**config.mk**
```make
export PLATFORM = sky130hd
export DESIGN_NAME = temp_compensated_wiper_control
export DESIGN_NICKNAME = d
export VERILOG_FILES = /design/src/rtl/wiper_ctrl_pkg.sv /design/src/rtl/lookup_store.sv /design/src/rtl/temp_compensated_wiper_control.sv
export VERILOG_INCLUDE_DIRS = /design/src /design/src/rtl
export SDC_FILE = /design/constraint.sdc
export NUM_CORES = 2
export LEC_CHECK = 0
export BUFFER_PORTS_ARGS = -buffer_cell sky130_fd_sc_hd__buf_2
export CORE_MARGIN = 2
export CORE_UTILIZATION = 50
export DETAILED_ROUTE_END_ITERATION = 10
export PLACE_DENSITY = 0.66
export SYNTH_ARGS = -nofsm -noshare
export SYNTH_HDL_FRONTEND = slang
export SYNTH_SLANG_ARGS = --single-unit
```
**constraint.sdc**
```tcl
create_clock -name i_clock -period 11.7 [get_ports i_clock]
set_input_delay 2.34 -clock i_clock [delete_from_list [all_inputs] [get_ports i_clock]]
set_output_delay 2.34 -clock i_clock [all_outputs]
set_load 0.01 [all_outputs]
```
**src/rtl/wiper_ctrl_cfg.svh**
```systemverilog
// Purpose: Offsets, field positions and reset values of the wiper register bank
// Assumes: 8-bit register port, one clock
// Notes: Definitions only
`ifndef WIPER_CTRL_CFG_SVH
`define WIPER_CTRL_CFG_SVH

`define OFF_INITIAL_VALUE 8'h00
`define OFF_SHADOW_CONTROL 8'h02
`define OFF_WIPER_MODE_CONTROL 8'h03
`define OFF_LOOKUP_INDEX 8'h08
`define OFF_WIPER_VALUE 8'h09
`define OFF_WIPER_OVERRIDE_CONTROL 8'h0A
`define OFF_TEMPERATURE_RESULT 8'h0C
`define OFF_SUPPLY_RESULT 8'h0E
`define OFF_LOOKUP_FIRST 8'h80
`define OFF_LOOKUP_LAST 8'hC7

`define BIT_UPDATE_SELECT 0
`define BIT_ADDER_SELECT 1
`define BIT_INDEX_OVERRIDE 1
`define BIT_MANUAL_WIPER 2
`define BIT_NV_WRITE_INHIBIT 7

`define RST_WIPER_MODE_CONTROL 8'h03
`define RST_INITIAL_VALUE 8'h00
`define RST_LOOKUP_ENTRY 8'h00
`define RST_ZERO 8'h00

`define LOOKUP_DEPTH 72
`define LOOKUP_LAST_INDEX 7'h47
`define TEMP_INDEX_BIAS 10'h029
`define WIPER_MAX 7'h7F

`endif

```
**src/rtl/wiper_ctrl_pkg.sv**
```systemverilog
// Purpose: Types shared by the wiper register bank
// Assumes: Constants come from wiper_ctrl_cfg.svh
// Notes: Types only
package wiper_ctrl_pkg;

  // One register access from the serial engine
  typedef struct packed {
    logic wr;
    logic rd;
    logic [7:0] addr;
    logic [7:0] wdata;
  } reg_req_t;

  // One finished conversion frame from the converter
  typedef struct packed {
    logic valid;
    logic [7:0] temp;
    logic [7:0] volt;
  } conv_sample_t;

  typedef enum logic [1:0] {
    ST_RECALL = 2'b01,
    ST_RUN = 2'b10
  } boot_state_t;

endpackage

```
**src/rtl/lookup_store.sv**
```systemverilog
// Purpose: Nonvolatile lookup table storage, 72 entries of 8 bits
// Assumes: Erase input stands in for factory programming
// Notes: Two read ports, one for the host and one for compensation
`timescale 1ns/100ps
`include "wiper_ctrl_cfg.svh"
module lookup_store (
  // Clock
  input wire logic i_clock,
  // Factory erase
  input wire logic i_nv_erase,
  // Host write
  input wire logic i_wr,
  input wire logic [6:0] i_waddr,
  input wire logic [7:0] i_wdata,
  // Reads
  input wire logic [6:0] i_host_idx,
  input wire logic [6:0] i_comp_idx,
  output logic [7:0] o_host_data,
  output logic [7:0] o_comp_data
);
  logic [7:0] mem_q [`LOOKUP_DEPTH];

  // No power-on reset: contents survive it like the real cells
  always_ff @(posedge i_clock) begin
    for (int i = 0; i < `LOOKUP_DEPTH; i++) begin
      if (i_nv_erase) begin
        mem_q[i] <= `RST_LOOKUP_ENTRY;
      end else if (i_wr && (i_waddr == 7'(i))) begin
        mem_q[i] <= i_wdata;
      end
    end
  end

  // Indexes past the last slot read the last slot
  assign o_host_data = mem_q[(i_host_idx > `LOOKUP_LAST_INDEX) ? `LOOKUP_LAST_INDEX : i_host_idx];
  assign o_comp_data = mem_q[(i_comp_idx > `LOOKUP_LAST_INDEX) ? `LOOKUP_LAST_INDEX : i_comp_idx];
endmodule

```
**src/rtl/temp_compensated_wiper_control.sv**
```systemverilog
// Purpose: Register bank that sets a temperature compensated wiper position
// Assumes: Serial engine and converter run on i_clock and give one-cycle pulses
// Notes: Nonvolatile copies are flip-flops without power-on reset
//
// What this block does
// - update-select 0 loads the stored initial value into the wiper at power-up
// - update-select 0 stops refreshing temperature and supply results
// - update-select 1 lets host writes or lookup logic drive the wiper
// - lookup index picks one of 72 slots whose output sets the wiper
// - adder-select only matters while update-select is 1
// - adder-select 0 loads lookup output directly, no addition
// - adder-select 1 loads lookup output plus initial value
// - mode control recalled from nonvolatile copy at power-up; inhibit steers later writes
// - lookup index always readable, host writes taken only with index-override set
// - wiper value always readable, host writes taken only with manual-wiper and update-select both set
// - wiper value is an unsigned 7-bit quantity
// - update-select 1 refreshes wiper each frame, else wiper keeps address 00h value
// - manual-wiper 0 in lookup modes lets sum or lookup output set wiper
// - manual-wiper 1 stops automatic wiper loading, host writes set it
// - index-override 0 recomputes lookup index after every conversion
// - index-override 1 freezes lookup index at the host value
// - temperature result is 8-bit two's complement, refreshed each frame
// - update-select 0 means no converter writes to temperature result
// - update-select 0 disables converter; result registers stay readable
// - nonvolatile-write-inhibit bit is volatile and resets to 0
// - inhibit 1 makes address 00h writes touch only the volatile wiper
// - lookup entries unsigned 8-bit without adder, signed 7-bit with adder
`timescale 1ns/100ps
`include "wiper_ctrl_cfg.svh"
module temp_compensated_wiper_control (
  // Clock and reset
  input wire logic i_clock,
  input wire logic i_rst_n,
  // Factory programming of nonvolatile copies
  input wire logic i_nv_erase,
  // Register access from the serial engine
  input wire wiper_ctrl_pkg::reg_req_t i_req,
  output logic [7:0] o_rdata,
  output logic o_rvalid,
  // Converter
  input wire wiper_ctrl_pkg::conv_sample_t i_conv,
  output logic o_conv_enable,
  // Wiper position
  output logic [6:0] o_wiper
);
  import wiper_ctrl_pkg::*;

  boot_state_t state_q;
  logic [7:0] mode_q;
  logic [7:0] nv_mode_q;
  logic [7:0] init_q;
  logic inhibit_q;
  logic ovr_index_q;
  logic ovr_manual_q;
  logic [7:0] index_q;
  logic [6:0] wiper_q;
  logic [7:0] temp_q;
  logic [7:0] volt_q;
  logic load_q;
  logic [7:0] rdata_q;
  logic rvalid_q;

  logic run;
  logic upd;
  logic adder;
  logic w00;
  logic w03;
  logic w08;
  logic w09;
  logic w0a;
  logic w02;
  logic lut_hit;
  logic [7:0] lut_host;
  logic [7:0] lut_comp;
  logic [6:0] auto_wiper;

  // Register decode, used for the single-address write strobe compares
  function automatic logic hit(input logic [7:0] a, input logic [7:0] off);
    hit = (a == off);
  endfunction

  // Clamp a signed sum into the 7-bit wiper range
  function automatic logic [6:0] sat7(input logic signed [9:0] v);
    if (v < 0) begin
      sat7 = 7'h00;
    end else if (v > $signed({3'b000, `WIPER_MAX})) begin
      sat7 = `WIPER_MAX;
    end else begin
      sat7 = v[6:0];
    end
  endfunction

  // Two-degree slots from -41 upward, clamped to the table ends
  function automatic logic [7:0] temp_to_index(input logic [7:0] t);
    logic signed [9:0] v;
    v = $signed({{2{t[7]}}, t}) + $signed(`TEMP_INDEX_BIAS);
    if (v < 0) begin
      temp_to_index = 8'h00;
    end else if ((v >>> 1) > $signed({3'b000, `LOOKUP_LAST_INDEX})) begin
      temp_to_index = {1'b0, `LOOKUP_LAST_INDEX};
    end else begin
      temp_to_index = 8'(v >>> 1);
    end
  endfunction

  assign run = (state_q == ST_RUN);
  assign upd = mode_q[`BIT_UPDATE_SELECT];
  assign adder = mode_q[`BIT_ADDER_SELECT] && upd;
  assign w00 = run && i_req.wr && hit(i_req.addr, `OFF_INITIAL_VALUE);
  assign w02 = run && i_req.wr && hit(i_req.addr, `OFF_SHADOW_CONTROL);
  assign w03 = run && i_req.wr && hit(i_req.addr, `OFF_WIPER_MODE_CONTROL);
  assign w08 = run && i_req.wr && hit(i_req.addr, `OFF_LOOKUP_INDEX);
  assign w09 = run && i_req.wr && hit(i_req.addr, `OFF_WIPER_VALUE);
  assign w0a = run && i_req.wr && hit(i_req.addr, `OFF_WIPER_OVERRIDE_CONTROL);
  assign lut_hit = (i_req.addr >= `OFF_LOOKUP_FIRST) && (i_req.addr <= `OFF_LOOKUP_LAST);

  lookup_store u_lookup (
    .i_clock(i_clock),
    .i_nv_erase(i_nv_erase),
    .i_wr(run && i_req.wr && lut_hit),
    .i_waddr(7'(i_req.addr - `OFF_LOOKUP_FIRST)),
    .i_wdata(i_req.wdata),
    .i_host_idx(7'(i_req.addr - `OFF_LOOKUP_FIRST)),
    .i_comp_idx(index_q[7] ? `LOOKUP_LAST_INDEX : index_q[6:0]),
    .o_host_data(lut_host),
    .o_comp_data(lut_comp)
  );

  // Entry is signed 7-bit when added, plain unsigned otherwise
  always_comb begin
    if (adder) begin
      auto_wiper = sat7($signed({2'b00, init_q}) + $signed({{3{lut_comp[6]}}, lut_comp[6:0]}));
    end else begin
      auto_wiper = sat7($signed({2'b00, lut_comp}));
    end
  end

  // Power-up recall takes one cycle; host access waits for it
  always_ff @(posedge i_clock) begin
    if (!i_rst_n) begin
      state_q <= ST_RECALL;
    end else begin
      case (state_q)
        ST_RECALL: state_q <= ST_RUN;
        ST_RUN: state_q <= ST_RUN;
        default: state_q <= ST_RECALL;
      endcase
    end
  end

  // Nonvolatile copies: kept over reset, only erase or writes change them
  always_ff @(posedge i_clock) begin
    if (i_nv_erase) begin
      nv_mode_q <= `RST_WIPER_MODE_CONTROL;
      init_q <= `RST_INITIAL_VALUE;
    end else begin
      if (w03 && !inhibit_q) begin
        nv_mode_q <= {6'h00, i_req.wdata[1:0]};
      end
      if (w00 && !inhibit_q) begin
        init_q <= i_req.wdata;
      end
    end
  end

  // Shadow mode control
  always_ff @(posedge i_clock) begin
    if (!i_rst_n) begin
      mode_q <= `RST_WIPER_MODE_CONTROL;
    end else if (state_q == ST_RECALL) begin
      mode_q <= nv_mode_q;
    end else if (w03) begin
      mode_q <= {6'h00, i_req.wdata[1:0]};
    end
  end

  // Volatile control bits
  always_ff @(posedge i_clock) begin
    if (!i_rst_n) begin
      inhibit_q <= 1'b0;
      ovr_index_q <= 1'b0;
      ovr_manual_q <= 1'b0;
    end else begin
      if (w02) begin
        inhibit_q <= i_req.wdata[`BIT_NV_WRITE_INHIBIT];
      end
      if (w0a) begin
        // Reserved bit 0 is expected at 0 and is not stored
        ovr_index_q <= i_req.wdata[`BIT_INDEX_OVERRIDE];
        ovr_manual_q <= i_req.wdata[`BIT_MANUAL_WIPER];
      end
    end
  end

  // Lookup index
  always_ff @(posedge i_clock) begin
    if (!i_rst_n) begin
      index_q <= `RST_ZERO;
    end else if (w08 && ovr_index_q) begin
      index_q <= i_req.wdata;
    end else if (run && upd && !ovr_index_q && i_conv.valid) begin
      index_q <= temp_to_index(i_conv.temp);
    end
  end

  // Wiper reload is one cycle after the index so it sees the new slot
  always_ff @(posedge i_clock) begin
    if (!i_rst_n) begin
      load_q <= 1'b0;
    end else begin
      load_q <= run && upd && i_conv.valid;
    end
  end

  // Wiper value
  always_ff @(posedge i_clock) begin
    if (!i_rst_n) begin
      wiper_q <= 7'(`RST_ZERO);
    end else if (state_q == ST_RECALL) begin
      wiper_q <= init_q[6:0];
    end else if (w00) begin
      wiper_q <= i_req.wdata[6:0];
    end else if (upd && ovr_manual_q) begin
      if (w09) begin
        wiper_q <= i_req.wdata[6:0];
      end
    end else if (upd && load_q) begin
      wiper_q <= auto_wiper;
    end
  end

  // Converter results, written only while the converter is enabled
  always_ff @(posedge i_clock) begin
    if (!i_rst_n) begin
      temp_q <= `RST_ZERO;
      volt_q <= `RST_ZERO;
    end else if (run && upd && i_conv.valid) begin
      // Recall cycle still shows the reset mode, so samples wait for run
      temp_q <= i_conv.temp;
      volt_q <= i_conv.volt;
    end
  end

  // Read data, one cycle after the request
  always_ff @(posedge i_clock) begin
    if (!i_rst_n) begin
      rdata_q <= `RST_ZERO;
      rvalid_q <= 1'b0;
    end else begin
      rvalid_q <= run && i_req.rd;
      if (run && i_req.rd) begin
        if (lut_hit) begin
          rdata_q <= lut_host;
        end else begin
          case (i_req.addr)
            `OFF_INITIAL_VALUE: rdata_q <= inhibit_q ? {1'b0, wiper_q} : init_q;
            `OFF_SHADOW_CONTROL: rdata_q <= {inhibit_q, 7'h00};
            `OFF_WIPER_MODE_CONTROL: rdata_q <= mode_q;
            `OFF_LOOKUP_INDEX: rdata_q <= index_q;
            `OFF_WIPER_VALUE: rdata_q <= {1'b0, wiper_q};
            `OFF_WIPER_OVERRIDE_CONTROL: rdata_q <= {5'h00, ovr_manual_q, ovr_index_q, 1'b0};
            `OFF_TEMPERATURE_RESULT: rdata_q <= temp_q;
            `OFF_SUPPLY_RESULT: rdata_q <= volt_q;
            default: rdata_q <= `RST_ZERO;
          endcase
        end
      end
    end
  end

  assign o_rdata = rdata_q;
  assign o_rvalid = rvalid_q;
  assign o_conv_enable = upd;
  assign o_wiper = wiper_q;
endmodule

```
# Word-level counts from Yosys, hierarchy flattened
# Memory sizes are Yosys's and may differ from the RTL's.
# Index checks and enable logic that the tools add are counted.
[word_totals]
word_cells = 593
register_bits = 64
mem_count = 1
out_inout_bits = 17
ramBits = 576
input_bits = 38
[memory_table]
columns = ["memory", "depth", "word_bits", "rd", "rd_ports_with_merged_regs", "wr", "line_no", "source"]
rows = [
  ["u_lookup.mem_q", 72, 8, 2, 0, 72, "lookup_store.sv:21", "logic [7:0] mem_q [`LOOKUP_DEPTH];"],
]
[classes]
n_mux = 312
bitwise_logic = 72
magnitude_cmp = 9
n_reduce_logical = 101
add_sub_neg = 3
eq_ne = 81
[ops]
columns = ["op", "count"]
rows = [
  ["$mux 8", 80],
  ["$eq 7x6->1 const B", 32],
  ["$mux 1", 218],
  ["$eq 7x5->1 const B", 16],
  ["$logic_and 1x1->1", 92],
  ["$mux 7", 12],
  ["$or 1x1->1", 72],
  ["$pmux 8 s8", 1],
  ["$eq 7x4->1 const B", 8],
  ["$eq 7x7->1 const B", 8],
  ["$eq 8x4->1 const B", 5],
  ["$eq 7x3->1 const B", 4],
  ["$eq 8x2->1 const B", 2],
  ["$eq 7x2->1 const B", 2],
  ["$gt 7x7->1 const B", 2],
  ["$add 9x7->10", 1],
  ["$gt 10x8->1 const B", 1],
  ["$lt 10x1->1 const B", 1],
  ["$add 8x7->9 const B", 1],
  ["$lt 9x1->1 const B", 1],
  ["$ge 8x8->1 const B", 1],
  ["$gt 8x7->1 const B", 1],
  ["$gt 8x8->1 const B", 1],
  ["$le 8x8->1 const B", 1],
  ["13 further kinds", 15],
]

# Logic depth before layout (Yosys ltp)
# An unclocked memory read counts as a cell.
[logic_depth]
word_depth = 13
ltp_mapped = 22
ltp_nobuf = 18

# Cells and area by module
# From an unflattened synthesis, not the netlist that was laid out.
[hier_totals]
cells_unflattened = 3547
hier_area_um2 = 36857.8
[modules_own_cells]
columns = ["mod", "n_inst", "area_each_um2", "cells_per_inst"]
rows = [
  ["lookup_store", 1, 33025.4, 3068],
  ["temp_compensated_wiper_control", 1, 3832.4, 479],
]

# Worst setup path after synthesis
# OpenSTA, ideal clock, no wires.
[synth_timing]
path_type = "input -> register"
startpoint = "input i_req[14] (netlist bit)"
endpoint = "register rdata_q[2] (netlist: o_rdata[2])"
slack_ns = 7.058
arrival_time_ns = 4.512
cell_stages = 12
t_required_ns = 11.570
path_buffers = 5
path_cell_list = "clkbuf_1 > o31ai_4 > nand2b_1 > buf_2 > buf_2 > buf_4 > buf_2 > mux4_2 > a21oi_1 > a22oi_1 > a2111oi_0 > a21oi_1"
[synth_between]
elab_chain_len = 5
elab_cells_between_ends = 17
classes_between = "1 x add/sub; 3 x order compare; 7 x eq/ne; 3 x mux; 2 x reduce/logical; 1 x memory"
[synth_rtl]
columns = ["item", "line_no", "source"]
rows = [
  ["start: declaration", "temp_compensated_wiper_control.sv:37", "input wire wiper_ctrl_pkg::reg_req_t i_req,"],
  ["$sub 7x1->7 (no source line)", "--", ""],
  ["$gt 7x7->1 (no source line)", "--", ""],
  ["$mux 7", "lookup_store.sv:35", "assign o_host_data = mem_q[(i_host_idx > `LOOKUP_LAST_INDEX) ? `LOOKUP_LAST_INDEX : i_host_idx];"],
  ["$mem_v2 72x8", "--", ""],
  ["$mux 8 *", "temp_compensated_wiper_control.sv:252", "if (lut_hit) begin"],
  ["end signal: assignment", "temp_compensated_wiper_control.sv:253", "rdata_q <= lut_host;"],
  ["end signal: assignment", "temp_compensated_wiper_control.sv:256", "`OFF_INITIAL_VALUE: rdata_q <= inhibit_q ? {1'b0, wiper_q} : init_q;"],
  ["end signal: assignment", "temp_compensated_wiper_control.sv:257", "`OFF_SHADOW_CONTROL: rdata_q <= {inhibit_q, 7'h00};"],
  ["end: declaration", "temp_compensated_wiper_control.sv:60", "logic [7:0] rdata_q;"],
]
# Every way passes the cells marked *; elsewhere a longest branch is shown, timed or not.
# A chain may end at the register's enable or synchronous reset.

# Worst setup path after layout
[layout_timing]
startpoint = "register index_q[7]"
endpoint = "register wiper_q[4] (netlist: o_wiper[4])"
[layout_between]
elab_chain_len = 13
elab_cells_between_ends = 16
classes_between = "1 x add/sub; 4 x order compare; 10 x mux; 1 x memory"
[layout_rtl]
columns = ["item", "line_no", "source"]
rows = [
  ["start: declaration", "temp_compensated_wiper_control.sv:55", "logic [7:0] index_q;"],
  ["start signal: assignment", "temp_compensated_wiper_control.sv:198", "index_q <= `RST_ZERO;"],
  ["start signal: assignment", "temp_compensated_wiper_control.sv:200", "index_q <= i_req.wdata;"],
  ["start signal: assignment", "temp_compensated_wiper_control.sv:202", "index_q <= temp_to_index(i_conv.temp);"],
  ["$mux 7 *", "temp_compensated_wiper_control.sv:124", ".i_comp_idx(index_q[7] ? `LOOKUP_LAST_INDEX : index_q[6:0]),"],
  ["$gt 7x7->1 (no source line)", "--", ""],
  ["$mux 7 *", "lookup_store.sv:36", "assign o_comp_data = mem_q[(i_comp_idx > `LOOKUP_LAST_INDEX) ? `LOOKUP_LAST_INDEX : i_comp_idx];"],
  ["$mem_v2 72x8 *", "--", ""],
  ["$add 9x7->10", "temp_compensated_wiper_control.sv:132", "auto_wiper = sat7($signed({2'b00, init_q}) + $signed({{3{lut_comp[6]}}, lut_comp[6:0]}));"],
  ["$gt 10x8->1", "temp_compensated_wiper_control.sv:86", "end else if (v > $signed({3'b000, `WIPER_MAX})) begin"],
  ["$mux 7", "temp_compensated_wiper_control.sv:86", ""],
  ["$mux 7", "temp_compensated_wiper_control.sv:84", "if (v < 0) begin"],
  ["$mux 7 *", "temp_compensated_wiper_control.sv:131", "if (adder) begin"],
  ["$mux 7 *", "temp_compensated_wiper_control.sv:227", "end else if (upd && load_q) begin"],
  ["$mux 7 *", "temp_compensated_wiper_control.sv:223", "end else if (upd && ovr_manual_q) begin"],
  ["$mux 7 *", "temp_compensated_wiper_control.sv:221", "end else if (w00) begin"],
  ["$mux 7 *", "temp_compensated_wiper_control.sv:219", "end else if (state_q == ST_RECALL) begin"],
  ["end signal: assignment", "temp_compensated_wiper_control.sv:220", "wiper_q <= init_q[6:0];"],
  ["end signal: assignment", "temp_compensated_wiper_control.sv:222", "wiper_q <= i_req.wdata[6:0];"],
  ["end signal: assignment", "temp_compensated_wiper_control.sv:228", "wiper_q <= auto_wiper;"],
  ["end: declaration", "temp_compensated_wiper_control.sv:56", "logic [6:0] wiper_q;"],
]
# Every way passes the cells marked *; elsewhere a longest branch is shown, timed or not. The select of a mux whose other input is x is not followed.

==> impl_metrics.ini <==
[status]
outcome = complete, but fails checks
failed_checks = capacitance limit, slew limit

[timing]
finalSetupViolations = 0
holdWs_ns = 0.460
setup_repair_after_global_routing_missed_its_margin = no
final_worst_path_setup_slack_ns = 4.92
finalCriticalPeriod_ns = 6.78
finalHoldViolations = 0
fmax_mhz = 148
fin_setup_tns_ns = 0
worst_slew_pin_slew_ns = 1.52
timing_max_transition_violations_final = 3
slew_headroom = -0.0188
finalClockSkew_ns = 0.0225
min_period_over_period = 0.579

[detailed_routing]
first_iter_violations = 5897
detail-route-antenna-nets = 0
firstDrtPassIters = 9
route.detailed.drc = 0
drt_wl_total_mm = 148
avgRoutedWirePerCell_um = 33.9
routed-via-count = 31200
post_drt_via_cell_ratio = 7.16

[finish]
mostFrequentLayoutCell = sky130_fd_sc_hd__edfxtp_1
finalCoreUtilization = 0.550
final_nets = 3401
most-common-layout-cells = sky130_fd_sc_hd__edfxtp_1 (576), sky130_fd_sc_hd__nand2_1 (455), sky130_fd_sc_hd__and2_1 (393), sky130_fd_sc_hd__nor3_1 (184), sky130_fd_sc_hd__a21oi_1 (163)
n_fill_cell = 6139
instances_no_fill = 4359
final_layout_size_suffix_gt1_frac = 0.125
areaGrowthSynthToFinish_pct = 8.85

[synthesis]
yosys_warnings = 0
synth_top_family_by_area = simple AND/OR/NAND/NOR gates
synth_top_flop_cell = sky130_fd_sc_hd__edfxtp_1
synthDistinctLibCells = 77
asyncSetResetFlopFracSynth = 0
synth_enable_flop_cells = 576
syn_inst = 3465
muxShareOfSynthArea = 0.0990
area_share_of_fa_ha_maj_cells_after_synthesis = 0.00470
synth_fp_nets = 3516
synth-compound-area-share = 0.142
seq_area_frac_synth = 0.510
post_synth_instance_area_um2 = 36200
yosys_register_bits = 634
fraction_of_the_mapped_netlist_area_in_simple_logic_gates = 0.199
synthXorXnorAreaFrac = 0.00263
syn_avg_cell_area_um2 = 10.4

[clocking]
tritoncts_clock_tree = done
clk_pin_slew_worst_paths_ns = 0.06
hold_buffers = 0
clk-insertion-delay-late_ns = 0.66
cts_buffers = 72
cts_max_level = 3
cts_root_buf = sky130_fd_sc_hd__clkbuf_16
ctsResizeCount = 0
post-cts-setup-buffer-count = 0
clk_path_buf_depth = 3
cts.sink_count = 634

[global_route]
first_global_vias = 29200
grt_start_max_net_pins = 110
grt_antenna_before_repair = 10
wire_length_of_the_first_global_routing_pass_mm = 210
grt_use_total = 0.392
grt-ovfl-total = 0

[floorplanning]
design.die.area_um2 = 74600
floorplan.initialDensity = 0.506
row_cnt = 98
core_area_um2 = 71600
floorplan.die.height_um = 273
top_level_ports = 55
die_w_um = 273

[place]
post-place-ws_ns = 4.94
port_buffers = 54
place_inst = 4226
gpl.final_weighted_congestion = 1.06
dp_hpwl_mm = 99.0

[setup_path]
critPathCaptureType = flop
path_max_fanout = 32
critical_path.startpoint_type = flop
crit_required_ns = 12.26
timing_worst_setup_path_type = reg -> reg
worst-endpoint-arrival_ns = 7.33

[power]
power-per-cell-area_nw_per_um2 = 147
vdd.ir_drop.worst_mv = 0.149
p_leak_uw = 0.0139

[run]
drv_cap = 1

[min_path]
worst_hold_path_type = reg -> reg
-- Yosys cell counts (70+ instances only) --
cell | n | area, um^2
sky130_fd_sc_hd__nand3_1 | 92 | 460
sky130_fd_sc_hd__mux2i_1 | 124 | 1240
sky130_fd_sc_hd__mux4_2 | 74 | 1670
sky130_fd_sc_hd__buf_2 | 86 | 430
sky130_fd_sc_hd__a21oi_1 | 163 | 816
sky130_fd_sc_hd__clkbuf_1 | 208 | 781
sky130_fd_sc_hd__and2_1 | 393 | 2460
sky130_fd_sc_hd__nor3_1 | 185 | 926
sky130_fd_sc_hd__nand2_1 | 458 | 1720
sky130_fd_sc_hd__and3_1 | 76 | 475
sky130_fd_sc_hd__o21bai_1 | 70 | 526
sky130_fd_sc_hd__edfxtp_1 | 576 | 17300
sky130_fd_sc_hd__o21ai_0 | 121 | 606
sky130_fd_sc_hd__nor2_1 | 157 | 589
-- sequential cells by signal, indices dropped and copies added, names as in the netlist --
| signal | cells |
|---|---|
| u_lookup.mem_q | 576 |
| index_q | 8 |
| init_q | 8 |
| o_rdata | 8 |
| temp_q | 8 |
| volt_q | 8 |
| o_wiper | 7 |
| mode_q | 2 |
| nv_mode_q | 2 |
| state_q | 2 |
| inhibit_q | 1 |
| load_q | 1 |
| o_rvalid | 1 |
| ovr_index_q | 1 |
| ovr_manual_q | 1 |
-- worst max-delay path, cell delays in order, from the launching register on --
cell                       delay, ns
sky130_fd_sc_hd__dfxtp_1        0.30
sky130_fd_sc_hd__buf_4          0.30
sky130_fd_sc_hd__nor2b_1        0.64
sky130_fd_sc_hd__buf_4          0.42
sky130_fd_sc_hd__nand2_1        0.53
sky130_fd_sc_hd__nor3_1         0.98
sky130_fd_sc_hd__nor4_1         0.20
sky130_fd_sc_hd__a211oi_1       1.22
sky130_fd_sc_hd__ha_1           0.46
sky130_fd_sc_hd__o21ai_0        0.18
sky130_fd_sc_hd__o21bai_1       0.20
sky130_fd_sc_hd__nor3_1         0.24
sky130_fd_sc_hd__a31oi_1        0.09
sky130_fd_sc_hd__mux2i_2        0.40
sky130_fd_sc_hd__o211ai_1       0.18
sky130_fd_sc_hd__a41oi_1        0.25
-- stage by stage --
stage	area, um^2	total power (uW)
global placement	37000	3450
detailed placement	37000	3460
finish	39400	5790
CTS	39400	5730
floorplan	36200	3130
global route	39400	5880
-- logic make-up after synthesis --
kind of cell | count (synthesis)
compound gates | 747
xor+xnor | 10
fa+ha+maj | 13
buf+inv | 359
flops | 634
mux | 258
simple gates | 1444
-- worst paths after layout --
| kind | startpoint | endpoint | slack [ns] | depth (start not counted) |
|---|---|---|---|---|
| setup reg to reg | index_q[7]$_SDFFE_PN0P_ | o_wiper[4]$_SDFFE_PN0P_ | 4.92 | 15 |
| setup / recovery | index_q[7]$_SDFFE_PN0P_ | o_wiper[4]$_SDFFE_PN0P_ | 4.92 | 15 |
| hold reg to reg | volt_q[7]$_SDFFE_PN0P_ | volt_q[7]$_SDFFE_PN0P_ | 0.46 | 2 |
| hold / removal | volt_q[7]$_SDFFE_PN0P_ | volt_q[7]$_SDFFE_PN0P_ | 0.46 | 2 |
-- cell type report --
class	instances	area [um^2]	area share
multi-input cells	2472	16300	0.413
clock buffers	92	2010	0.0511
inverters	29	109	0.00276
diodes	4	10.0	0.000254
repair buffers	141	988	0.0251
flip-flops and latches	634	18500	0.469
clock inverters	37	339	0.00860
well taps	950	1190	0.0302
-- layer usage --
| metal | part of all wire | global-route usage |
|---|---|---|
| met3 | 0.15 | 0.127 |
| met2 | 0.42 | 0.562 |
| met5 | 0.00051 | 0 |
| met4 | 0.074 | 0.230 |
| met1 | 0.36 | 0.518 |
-- where the power goes --
| part | switching [uW] | internal [uW] |
|---|---|---|
| registers | 83.5 | 2560 |
| logic | 578 | 246 |
| clock network | 971 | 1350 |
| total | 1630 | 4150 |
(Power assumes the default switching activity.)
